$ cat src/verilog/pwc_defs.svh
/*
 constants of the pulse width capture channel: counter tops, prescale and
 filter codes, filter depth. assumes it is included by its bare name.
*/
`ifndef PWC_DEFS_SVH
`define PWC_DEFS_SVH

`define PWC_TOP_WIDE      32'h0fffffff
`define PWC_TOP_NARROW    32'h0000ffff
`define PWC_DIV_SEL_W     3
`define PWC_FILT_DEPTH    3
`define PWC_OVF_W         16

`endif

$ cat src/verilog/pwc_pkg.sv
/*
 types of the pulse width capture channel.
 assumes nothing beyond a sv compiler.
*/
package pwc_pkg;

	typedef enum logic [1:0] {PWC_GATE_NONE, PWC_GATE_LOW, PWC_GATE_HIGH} pwc_gate_t;

	typedef struct packed {
		logic      enable;
		logic      startFalling;
		logic      pinSelB;
		logic      oneShot;
		pwc_gate_t gate;
		logic [2:0] countDiv;
		logic [2:0] filterSel;
	} pwc_cfg_t;

	typedef struct packed {
		logic [31:0] count;
		logic [15:0] overflows;
	} pwc_result_t;

endpackage : pwc_pkg

$ cat src/verilog/pwc_divider.sv
/*
 one-cycle enable pulse every 4**sel clocks for sel 0 to 5, every 1024 clocks for sel 6 and 7 (sel 0 gives every clock).
 assumes a single clock and synchronous active high reset.
*/
`timescale 1ns/1ns
`include "pwc_defs.svh"

module pwc_divider
(
	input  wire logic                       clk,
	input  wire logic                       reset,
	input  wire logic [`PWC_DIV_SEL_W-1:0]  sel,
	output logic                            tick
);

	logic [9:0] divCnt_q;
	logic [9:0] divTop;

	assign divTop = (sel > 3'h5) ? 10'h3ff : 10'((11'h001 << ({1'b0, sel} << 1)) - 11'h001);
	assign tick   = (divCnt_q >= divTop);

	always_ff @(posedge clk)
	begin
		if (reset || tick)
			divCnt_q <= 10'h000;
		else
			divCnt_q <= divCnt_q + 10'h001;
	end

endmodule : pwc_divider

$ cat src/verilog/pwc_capture.sv
/*
 pulse width capture channel: edge start with optional level gate,
 opposite edge end, raw count plus overflow count.
 assumes pins are synchronous to clk, config is held stable while enabled.
*/
`timescale 1ns/1ns
`include "pwc_defs.svh"

module pwc_capture
#(
	parameter bit WIDE = 1'b1
)
(
	input  wire logic              clk,
	input  wire logic              reset,
	input  wire pwc_pkg::pwc_cfg_t cfg,
	input  wire logic              rearm,
	input  wire logic              channelPinA,
	input  wire logic              channelPinB,
	output logic                   running,
	output logic                   armed,
	output pwc_pkg::pwc_result_t   result,
	output logic                   captureDone,
	output logic                   overflowEvent
);

	// ************************************************************
	// count tops and filter
	// ************************************************************
	localparam logic [31:0] TOP = WIDE ? `PWC_TOP_WIDE : `PWC_TOP_NARROW;

	logic       sampleTick;
	logic       countTick;
	logic [1:0] pinRaw;
	logic [1:0] pinLvl_q;
	logic [1:0] pinLvl_d;
	logic [1:0] sh0_q;
	logic [1:0] sh1_q;
	logic [1:0] sh2_q;
	logic       filtOn;

	assign filtOn = (cfg.filterSel != 3'h0);
	assign pinRaw = {channelPinB, channelPinA};

	pwc_divider uFiltDiv
	(
		.clk   (clk),
		.reset (reset),
		.sel   (3'(cfg.filterSel - 3'h1)),
		.tick  (sampleTick)
	);

	pwc_divider uCountDiv
	(
		.clk   (clk),
		.reset (reset || !running),
		.sel   (cfg.countDiv),
		.tick  (countTick)
	);

	always_ff @(posedge clk)
	begin
		if (reset)
		begin
			sh0_q <= 2'h0;
			sh1_q <= 2'h0;
			sh2_q <= 2'h0;
		end
		else if (sampleTick)
		begin
			sh0_q <= pinRaw;
			sh1_q <= sh0_q;
			sh2_q <= sh1_q;
		end
	end

	// with the filter on, a bit only follows once the last three samples agree
	always_comb
	begin
		pinLvl_d = pinLvl_q;
		for (int i = 0; i < 2; i++)
		begin
			if (!filtOn)
				pinLvl_d[i] = pinRaw[i];
			else if (sh0_q[i] == sh1_q[i] && sh1_q[i] == sh2_q[i])
				pinLvl_d[i] = sh2_q[i];
		end
	end

	always_ff @(posedge clk)
	begin
		if (reset)
			pinLvl_q <= 2'h0;
		else
			pinLvl_q <= pinLvl_d;
	end

	// ************************************************************
	// edge and gate decode
	// ************************************************************
	logic sigNow;
	logic sigPrev_q;
	logic gateLvl;
	logic gateOk;
	logic riseEdge;
	logic fallEdge;
	logic startEdge;
	logic endEdge;
	logic wrap;

	assign sigNow    = cfg.pinSelB ? pinLvl_q[1] : pinLvl_q[0];
	assign gateLvl   = cfg.pinSelB ? pinLvl_q[0] : pinLvl_q[1];
	assign gateOk    = (cfg.gate == pwc_pkg::PWC_GATE_NONE) ||
	                   (cfg.gate == pwc_pkg::PWC_GATE_LOW  && !gateLvl) ||
	                   (cfg.gate == pwc_pkg::PWC_GATE_HIGH &&  gateLvl);
	assign riseEdge  = sigNow && !sigPrev_q;
	assign fallEdge  = !sigNow && sigPrev_q;
	assign startEdge = cfg.startFalling ? fallEdge : riseEdge;
	assign endEdge   = cfg.startFalling ? riseEdge : fallEdge;

	// ************************************************************
	// measurement state
	// ************************************************************
	typedef enum logic [1:0] {IDLE, MEASURE, DONE} pwc_state_t;

	pwc_state_t    state_q;
	logic [31:0]   count_q;
	logic [15:0]   ovf_q;
	logic          startNow;
	logic          endNow;

	assign startNow = (state_q == IDLE) && cfg.enable && startEdge && gateOk;
	assign endNow   = (state_q == MEASURE) && endEdge;
	assign wrap     = (state_q == MEASURE) && countTick && (count_q == TOP);
	assign running  = (state_q == MEASURE);
	assign armed    = (state_q == IDLE) && cfg.enable;

	always_ff @(posedge clk)
	begin
		if (reset)
			sigPrev_q <= 1'b0;
		else
			sigPrev_q <= sigNow;
	end

	always_ff @(posedge clk)
	begin
		if (reset)
			state_q <= IDLE;
		else
		begin
			case (state_q)
				IDLE:    if (startNow) state_q <= MEASURE;
				MEASURE:
				begin
					if (!cfg.enable)
						state_q <= IDLE;
					else if (endNow)
						state_q <= cfg.oneShot ? DONE : IDLE;
				end
				DONE:    if (rearm || !cfg.enable) state_q <= IDLE;
				default: state_q <= IDLE;
			endcase
		end
	end

	always_ff @(posedge clk)
	begin
		if (reset || startNow)
		begin
			count_q <= 32'h0;
			ovf_q   <= 16'h0;
		end
		else if (running && countTick)
		begin
			count_q <= wrap ? 32'h0 : count_q + 32'h1;
			if (wrap)
				ovf_q <= ovf_q + 16'h1;
		end
	end

	always_ff @(posedge clk)
	begin
		if (reset)
		begin
			result        <= '0;
			captureDone   <= 1'b0;
			overflowEvent <= 1'b0;
		end
		else
		begin
			captureDone   <= endNow;
			overflowEvent <= wrap;
			if (endNow)
			begin
				result.count     <= count_q;
				result.overflows <= ovf_q;
			end
		end
	end
endmodule : pwc_capture

$ cat config.mk
export PLATFORM = sky130hd
export DESIGN_NAME = pwc_capture
export DESIGN_NICKNAME = d
export VERILOG_FILES = /design/src/verilog/pwc_pkg.sv /design/src/verilog/pwc_divider.sv /design/src/verilog/pwc_capture.sv
export VERILOG_INCLUDE_DIRS = /design/src /design/src/verilog
export SDC_FILE = /design/constraint.sdc
export NUM_CORES = 1
export LEC_CHECK = 0
export ABC_CLOCK_PERIOD_IN_PS = 5600
export BUFFER_PORTS_ARGS = -buffer_cell sky130_fd_sc_hd__buf_2
export CORE_ASPECT_RATIO = 1.1
export CORE_MARGIN = 4
export CORE_UTILIZATION = 47
export DETAILED_ROUTE_END_ITERATION = 10
export PLACE_DENSITY = 0.76
export SYNTH_ARGS = -nofsm -noshare
export SYNTH_HDL_FRONTEND = slang
export SYNTH_HIERARCHICAL = 1
export SYNTH_SLANG_ARGS = --single-unit
$ cat constraint.sdc
create_clock -name clk -period 5.6 [get_ports clk]
set_input_delay 0.56 -clock clk [delete_from_list [all_inputs] [get_ports clk]]
set_output_delay 0.56 -clock clk [all_outputs]
set_load 0.005 [all_outputs]
==> flow_summary_export.csv, run 1 <==
group,metric,value,unit
route,first_pass_iters,5,
logic_synthesis,ys_seq_elements,129,
clocking,cts_tree,"built",
die,die_y,130,um
hold_path,hold_path_class,"in -> reg",
logic_synthesis,syn_avg_cell_area,8.65,um^2
placement,gp_congestion,0.786,
cells_and_area,fin_nets,831,
logic_synthesis,netlist-cell-type-count,48,
route,vias,5184,
timing,fin_crit_sh,74.7,%
setup_path,path_class,"in -> reg",
job,maxCapViolCount,0,
cells_and_area,fin_util,55.5,%
timing,rsz0062_at_grt,"false",
route,wire_per_inst,13.9,um
global_route,antenna_found_initial,0,
power,vdd_ir_drop_max,0.156,mV
global_route,grt_pass1_wl,23100,um
cells_and_area,insertedDiodeCount,0,
timing,worst_hold_slack,405,ps
clocking,ctsResizeCount,0,
die,core,13200,um^2
route,drc,0,
logic_synthesis,syn_nets,777,
route,ant_nets,0,
logic_synthesis,synthArstFlopShare,0,%
die,io_pins,69,
run_status,status,"finished clean",
setup_path,crit_fanout,19,
logic_synthesis,synth.most_common_cell,"dfxtp_1",
die,die-area,15400,um^2
power,p_leak,0.00279,uW
clocking,clkTransAtPathRegs,60,ps
clocking,h-tree-depth,4,
route,via_per_inst,5.41,
cells_and_area,multi_input_area,3500,um^2
cells_and_area,area_growth,15.8,%
global_route,overflow,0,
route,wl,13400,um
timing,min_period,4180,ps
clocking,cts-root-buf,"clkbuf_16",
cells_and_area,seqCellArea,2580,um^2
setup_path,required,5940,ps
placement,dp.cells,928,
placement,place_ws,1020,ps
setup_path,startpoint_type,"input port",
logic_synthesis,synth.area.top_cells,"dfxtp_1 41%, nand2_1 7.4%, a21oi_1 6.3%",
logic_synthesis,synthTopCellsByCount,"129 x dfxtp_1, 124 x nand2_1, 80 x a21oi_1, 56 x nor2_1, 31 x nand3_1",
timing,tightest_slew,816,ps
power,power_density,284,nW/um^2
cells_and_area,layout-drive-gt1-share,18.0,%
clocking,insertion_delay,410,ps
route,drt_iter0_drc,248,
timing,setup-tns-final,0,ps
setup_path,cp_data_arrival_time,4520,ps
clocking,clkSinkCount,129,
die,rows,44,
timing,setup_violations,0,
clocking,clockBufferDepth,2,
global_route,grt_max_degree,74,
setup_path,crit_path_end_kind,"flop",
die,die_w,119,um
timing,slew_headroom,45.6,%
timing,skew,8.56,ps
timing,hold_viol,0,
logic_synthesis,synth-edff-count,0,
global_route,first_global_vias,5048,
logic_synthesis,yosysTopAreaCellShare,40.8,%
clocking,post_cts_buffers,0,
cells_and_area,fillers,1202,
timing,drv_slew,0,
clocking,hold_buffers,0,
logic_synthesis,synth_area,6330,um^2
cells_and_area,fin_cells,959,
placement,numPortBuffers,68,
placement,dp_hpwl,9020,um
logic_synthesis,synthesis.instances,732,
logic_synthesis,yosysSeqAreaShare,40.8,%
timing,fmax,239,MHz
clocking,cts_buffers,17,
global_route,grt_util_all_layers,18.1,%
die,start_util,47.9,%
logic_synthesis,synth_top_area_cell,"dfxtp_1",
logic_synthesis,yosys_warnings,6,
logic_synthesis,synth_flop_cell,"dfxtp_1",
timing,setup_slack,1420,ps
==> stage by stage <==
stage	instance area [um^2]	total power [uW]
detailed placement	6750	1030
global placement	6750	1030
floorplan	6330	1010
global route	7330	2150
finish	7330	2080
CTS	7330	2100
==> worst max-delay path: stages <==
cell	delay (ps)
buf_2	160
or3_1	380
ha_1	230
nor2b_1	160
a21oi_1	140
o22ai_1	90
ha_1	290
nand4_1	110
o311ai_2	290
buf_4	270
or2_2	200
and4b_1	260
and4_1	340
nand4_4	290
or4_1	580
a21oi_1	150
==> cell usage in the layout (no fill, tap or decap), types with 3 or more instances in the layout <==
cell        instances
a21oi_1            80
o31ai_1             9
nor2b_1             7
nor3_1             10
and3_1              7
clkbuf_8            3
or3_1               8
clkinvlp_4          5
clkbuf_16          17
buf_2              68
ha_1               28
xor2_1             21
or2_2               3
xnor2_1            27
and2_1              9
buf_4               8
nand4_1            21
inv_1              16
and4_1              8
nor4_2             19
nand2b_1            5
nor4_1              7
nand2_1           124
or4_1               9
nand3_1            31
a21o_1              6
nor4_4              3
o22ai_1             4
o21ai_0             8
dfxtp_1           129
nor2_1             56
mux2i_1            13
==> final timing paths <==
path	from	to	slack [ps]	cells past startpoint
max	cfg[5]	ovf_q[15]	1420	16
min	channelPinB	sh0_q[1]	410	3
max reg2reg	uCountDiv/divCnt_q[0]	ovf_q[15]	2240	12
min reg2reg	result[25]	result[25]	450	2
==> routing by layer <==
| metal | track usage [%] | up-vias | routed length, um |
|---|---|---|---|
| li1 | - | 2679 | - |
| met4 | 6.75 | 0 | 103 |
| met3 | 4.77 | 8 | 477 |
| met1 | 23.0 | 2406 | 6420 |
| met5 | 0 | - | 0 |
| met2 | 30.0 | 91 | 6360 |
==> power by group <==
part	internal, uW	switching (uW)	leakage, uW
registers	921	3.19	0.00104
clock network	685	388	0.000270
logic	33.3	50.8	0.00148
==> kinds of logic after synthesis <==
logic type	synth area share [%]
and+or+nand+nor	30.2
DFF	40.8
AOI/OAI and AO/OA	10.9
buffers and inverters	3.83
xor gates and xnor gates	6.64
adders and majority gates	5.53
muxes	2.06
==> cell type report <==
cell class / instances / share of cell area (%)
clock buffers: 22 / 6.47
clock inverters: 9 / 1.47
inverters: 16 / 0.819
multi-input cells: 546 / 47.8
flip-flops and latches: 129 / 35.2
well taps: 161 / 2.75
repair buffers: 76 / 5.46
==> registers in the layout (all words and copies together), names as in the netlist <==
name,flops
result,48
count_q,32
ovf_q,16
uCountDiv/divCnt_q,10
uFiltDiv/divCnt_q,10
pinLvl_q,2
sh0_q,2
sh1_q,2
sh2_q,2
state_q,2
captureDone,1
overflowEvent,1
sigPrev_q,1
No activity file was read; power rests on OpenSTA's default activity.
==> inputs of run 2 (changes only) <==
--- a/config.mk
+++ b/config.mk
@@ -6,7 +6,7 @@
 export SDC_FILE = /design/constraint.sdc
 export NUM_CORES = 1
 export LEC_CHECK = 0
-export ABC_CLOCK_PERIOD_IN_PS = 5600
+export ABC_CLOCK_PERIOD_IN_PS = 4300
 export BUFFER_PORTS_ARGS = -buffer_cell sky130_fd_sc_hd__buf_2
 export CORE_ASPECT_RATIO = 1.1
 export CORE_MARGIN = 4
==> constraint.sdc (replaced) <==
create_clock -name clk -period 4.3 [get_ports clk]
set_input_delay 0.43 -clock clk [delete_from_list [all_inputs] [get_ports clk]]
set_output_delay 0.43 -clock clk [all_outputs]
set_load 0.005 [all_outputs]
==> run 2 against run 1 <==
Non-clock buffer count increased by 5; first-iteration DRC count increased by 14%; clock power increased by 52%; sequential share of layout area decreased by 0.62 points; clock skew decreased by 1.4 ps; worst setup slack got worse by 880 ps.
==> flow_summary_export.csv, run 2 (same netlist as run 1, synthesis figures left out) <==
group,metric,value,unit
cells_and_area,insertedDiodeCount,0,
placement,gp_congestion,0.818,
setup_path,crit_path_end_kind,"flop",
power,internal-power,2340,uW
route,wl,13500,um
timing,setup-tns-final,0,ps
cells_and_area,area_growth,17.9,%
die,die-area,15400,um^2
setup_path,path_cells,"buf_2 -> or3_1 -> ha_1 -> nor2b_1 -> a21oi_1 -> o22ai_1 -> ha_1 -> nand4_1 -> o311ai_2 -> or2_2 -> nand4b_1 -> or4_1 -> buf_4 -> nor3_1 -> xnor2_1 -> nor2_1",
timing,rsz0062_at_grt,"false",
clocking,cts-root-buf,"clkbuf_16",
route,drc,0,
timing,skew,7.20,ps
clocking,clkSinkCount,129,
die,start_util,47.9,%
cells_and_area,fillers,1219,
cells_and_area,most-common-layout-cells,"129 x dfxtp_1, 124 x nand2_1, 80 x a21oi_1, 68 x buf_2, 56 x nor2_1",
setup_path,rrSetupSlack,1210,ps
global_route,overflow,0,
job,maxCapViolCount,0,
route,ant_nets,0,
power,vdd_ir_drop_max,0.308,mV
power,power_switching,598,uW
setup_path,required,4590,ps
route,via_per_inst,5.45,
die,core,13200,um^2
cells_and_area,multi_input_area,3500,um^2
die,io_pins,69,
clocking,clockBufferDepth,2,
cells_and_area,design_area,7460,um^2
timing,tightest_slew,791,ps
power,power,2940,uW
timing,fmax,266,MHz
timing,setup_slack,540,ps
clocking,cts_tree,"built",
clocking,clkTransAtPathRegs,50,ps
die,die_w,119,um
setup_path,cpMostUsedCell,"ha_1",
route,vias,5257,
placement,place_ws,146,ps
cells_and_area,max_flop_register,"result",
power,pwr-share-seq,40.9,%
power,power_density,394,nW/um^2
global_route,grt_pass1_wl,22800,um
cells_and_area,seqCellArea,2580,um^2
setup_path,crit_slowest_cell,"or4_1",
setup_path,critical_path.max_stage_delay,720,ps
cells_and_area,layout.cells.most_common,"dfxtp_1",
setup_path,path_class,"in -> reg",
setup_path,startpoint_type,"input port",
timing,setup_violations,0,
placement,numPortBuffers,68,
route,first_pass_iters,5,
power,comb_power_share,3.8,%
power,p_clk_share,55.3,%
route,wire_per_inst,14.0,um
placement,post_dp_cell_area,6790,um^2
cells_and_area,layout-drive-gt1-share,18.9,%
setup_path,crit_fanout,12,
die,rows,44,
global_route,first_global_vias,4964,
power,swShare,20.3,%
die,die_y,130,um
placement,dp_hpwl,9440,um
power,p_leak,0.00285,uW
clocking,insertion_delay,410,ps
clocking,ctsResizeCount,0,
setup_path,cp_data_arrival_time,4050,ps
timing,fin_crit_sh,87.4,%
cells_and_area,top_regs,"result x48, count_q x32, ovf_q x16",
timing,slew_headroom,47.3,%
timing,min_period,3760,ps
clocking,cts_buffers,17,
clocking,post_cts_buffers,0,
global_route,grt_util_all_layers,17.9,%
clocking,hold_buffers,0,
route,drt_iter0_drc,283,
clocking,h-tree-depth,4,
global_route,antenna_found_initial,0,
hold_path,hold_path_class,"in -> reg",
global_route,grt_max_degree,73,
cells_and_area,largest_register_ffs,48,
cells_and_area,fin_nets,836,
timing,drv_slew,0,
run_status,status,"finished clean",
timing,hold_viol,0,
-- run 2: cell count changes in the layout (fill, tap and decap cells not counted) --
| cell | before | now |
|---|---|---|
| clkbuf_8 | 3 | 1 |
| clkinv_4 | 0 | 1 |
| bufinv_16 | 2 | 6 |
| clkbuf_1 | 2 | 0 |
| buf_4 | 8 | 13 |
-- run 2: worst paths after layout --
path,startpoint,to,cells after the start
worst max register to register,uCountDiv/divCnt_q[0],count_q[17],12
worst min-delay path,channelPinA,sh0_q[0],3
worst max-delay path,cfg[4],count_q[17],16
worst min register to register,result[32],result[32],2
-- run 2: power groups by stage --
stage	Combinational (uW)	Clock, uW	Sequential (uW)
floorplan	85.2	0	1230
global placement	111	0	1230
detailed placement	114	0	1230
CTS	114	1650	1200
global route	128	1710	1200
finish	113	1630	1200
-- run 2: area by class of cell --
type	count	area share, %
tap	161	2.70
timing repair buffer	81	5.87
clock inverter	14	3.17
inverter	16	0.805
multi-input combinational	546	47.0
sequential	129	34.6
clock buffer	18	5.89
-- run 2: per-layer routing --
layer	share of wire (%)	GRT usage, %	vias to the layer above
li1	-	-	2693
met1	46	22.1	2453
met2	48	30.2	97
met3	5.0	5.07	14
met4	1.2	6.20	0
met5	0	0	-
-- run 2: worst max-delay path, delay by kind of cell --
family | cells | cell delay (ps)
compound gates | 3 | 560
xor+xnor | 1 | 140
fa+ha+maj | 2 | 530
buf+inv | 2 | 390
simple gates | 8 | 1990
-- run 2: per-stage QoR --
stage	cells	utilization (%)	hold WS, ps
3_3_place_gp	933	51.4	441
6_report	965	56.5	280
2_1_floorplan	732	-	440
4_1_cts	965	56.5	259
3_5_place_dp	933	51.4	445
5_1_grt	965	56.5	281
==> inputs of run 3 (changes only) <==
--- a/config.mk
+++ b/config.mk
@@ -7,12 +7,12 @@
 export NUM_CORES = 1
 export LEC_CHECK = 0
 export ABC_CLOCK_PERIOD_IN_PS = 4300
-export BUFFER_PORTS_ARGS = -buffer_cell sky130_fd_sc_hd__buf_2
 export CORE_ASPECT_RATIO = 1.1
 export CORE_MARGIN = 4
 export CORE_UTILIZATION = 47
 export DETAILED_ROUTE_END_ITERATION = 10
-export PLACE_DENSITY = 0.76
+export DONT_BUFFER_PORTS = 1
+export PLACE_DENSITY = 0.72
 export SYNTH_ARGS = -nofsm -noshare
 export SYNTH_HDL_FRONTEND = slang
 export SYNTH_HIERARCHICAL = 1
==> run 3 against run 2 <==
Wire length rose by 3.0%; register-to-register slack worse by 60 ps; first-iteration DRC count up 12%; sequential share of layout area rose by 2.2 points; critical endpoint is now ovf_q[5]; largest cell class unchanged; highest routed layer unchanged.
==> flow_summary_export.csv, run 3 (same netlist as run 1, synthesis figures left out) <==
group,metric,value,unit
cells_and_area,most-common-layout-cells,"129 x dfxtp_1, 124 x nand2_1, 80 x a21oi_1, 56 x nor2_1, 31 x nand3_1",
route,met1_length,6200,um
timing,setup_violations,0,
timing,tightest_slew,1130,ps
power,p_leak,0.00246,uW
global_route,overflow,0,
setup_path,cp_data_arrival_time,4100,ps
timing,rsz0062_at_grt,"false",
run_status,status,"finished clean",
cells_and_area,insertedDiodeCount,0,
cells_and_area,area_growth,10.8,%
cells_and_area,fin_cells,892,
timing,skew,13.7,ps
setup_path,crit_path_end_kind,"flop",
power,vdd_ir_drop_max,0.233,mV
route,routed-wl-met3,901,um
route,wl,13900,um
power,power_density,388,nW/um^2
clocking,post_cts_buffers,0,
placement,numPortBuffers,0,
timing,drv_slew,0,
cells_and_area,layout.cells.most_common,"dfxtp_1",
clocking,clkTransAtPathRegs,50,ps
timing,fin_crit_sh,87.5,%
route,vias,5052,
cells_and_area,layout-drive-gt1-share,10.1,%
global_route,grt_pass1_wl,23900,um
setup_path,path_class,"in -> reg",
clocking,cts-root-buf,"clkbuf_16",
route,via_per_inst,5.66,
clocking,insertion_delay,420,ps
cells_and_area,largest_register_ffs,48,
setup_path,crit_slowest_cell,"or4_1",
clocking,clkSinkCount,129,
clocking,cts_buffers,17,
clocking,cts_tree,"built",
clocking,hold_buffers,0,
route,first_pass_iters,4,
timing,fmax,266,MHz
global_route,grt_max_degree,74,
route,drt_iter0_drc,317,
die,rows,44,
die,die_y,130,um
route,drc,0,
setup_path,path_buf_inv,0,
route,ant_nets,0,
cells_and_area,top_regs,"result x48, count_q x32, ovf_q x16",
timing,slew_headroom,25.0,%
global_route,first_global_vias,4969,
clocking,ctsResizeCount,0,
global_route,antenna_found_initial,0,
die,io_pins,69,
route,dr_wl_met2,6670,um
hold_path,hold_path_class,"in -> reg",
cells_and_area,max_flop_register,"result",
die,die_w,119,um
cells_and_area,fin_nets,765,
route,wire_per_inst,15.6,um
setup_path,crit_fanout,19,
placement,dp.cells,862,
setup_path,startpoint_type,"input port",
timing,setup-tns-final,0,ps
setup_path,path_cells,"or3_1 -> ha_1 -> nor2b_1 -> a21oi_1 -> o22ai_1 -> ha_1 -> nand4_1 -> o311ai_2 -> or2_2 -> and4b_1 -> and4_1 -> nand4_4 -> or4_1 -> a21oi_1",
die,core,13200,um^2
die,die-area,15400,um^2
timing,hold_viol,0,
setup_path,critical_path.max_stage_delay,590,ps
placement,dp_hpwl,9950,um
timing,min_period,3760,ps
setup_path,critPathTopFamily,"simple AND/OR/NAND/NOR gates",
job,maxCapViolCount,0,
clocking,h-tree-depth,4,
setup_path,required,4640,ps
route,highest_layer,"met4",
global_route,grt_util_all_layers,18.9,%
clocking,clockBufferDepth,2,
placement,gp_congestion,0.878,
die,start_util,47.9,%
[run 3: changes by cell type in the layout (fill, tap and decap cells not counted)]
cell	delta
buf_2	-68
clkbuf_1	+5
clkinvlp_4	-4
buf_4	-3
bufinv_16	-3
clkbuf_8	+2
clkinv_2	-1
clkinv_4	-1
[run 3: final cells by class]
class / instances / area [um^2]
clock inverter: 5 / 103
tap: 161 / 201
inverter: 16 / 60.1
timing repair buffer: 10 / 75.1
clock buffer: 25 / 485
sequential: 129 / 2580
fill: 1195 / 6200
multi-input combinational: 546 / 3500
[run 3: report_power, final]
part | leakage, uW | switching [uW] | total, uW | internal (uW)
Clock | 0.000283 | 476 | 1430 | 950
Sequential | 0.00104 | 4.45 | 1200 | 1200
Combinational | 0.00113 | 50.8 | 89.4 | 38.7
[run 3: per-layer routing]
layer	up-vias	GRT usage (%)
met1	2381	22.4
met3	18	6.63
met5	-	0
met4	0	6.41
li1	2544	-
met2	109	32.1
[run 3: stage by stage]
stage                     utilization [%]  worst slack [ps]  hold WS, ps  total power, uW  area, um^2
after CTS                            53.1               547         70.1             2750        7010
after global routing                 53.1               303         70.8             2830        7010
final                                53.1               538         99.8             2720        7010
after floorplan                         -               462          440             1310        6330
after global placement               48.6               295          462             1310        6420
after detailed placement             48.6               115          465             1320        6420
[run 3: path summary, 6_finish.rpt]
check / startpoint / end / slack (ps) / depth (start not counted)
min: reset / pinLvl_q[0] / 100 / 1
min reg2reg: result[34] / result[34] / 470 / 2
max: cfg[5] / ovf_q[5] / 540 / 14
max reg2reg: uCountDiv/divCnt_q[0] / ovf_q[5] / 1150 / 11
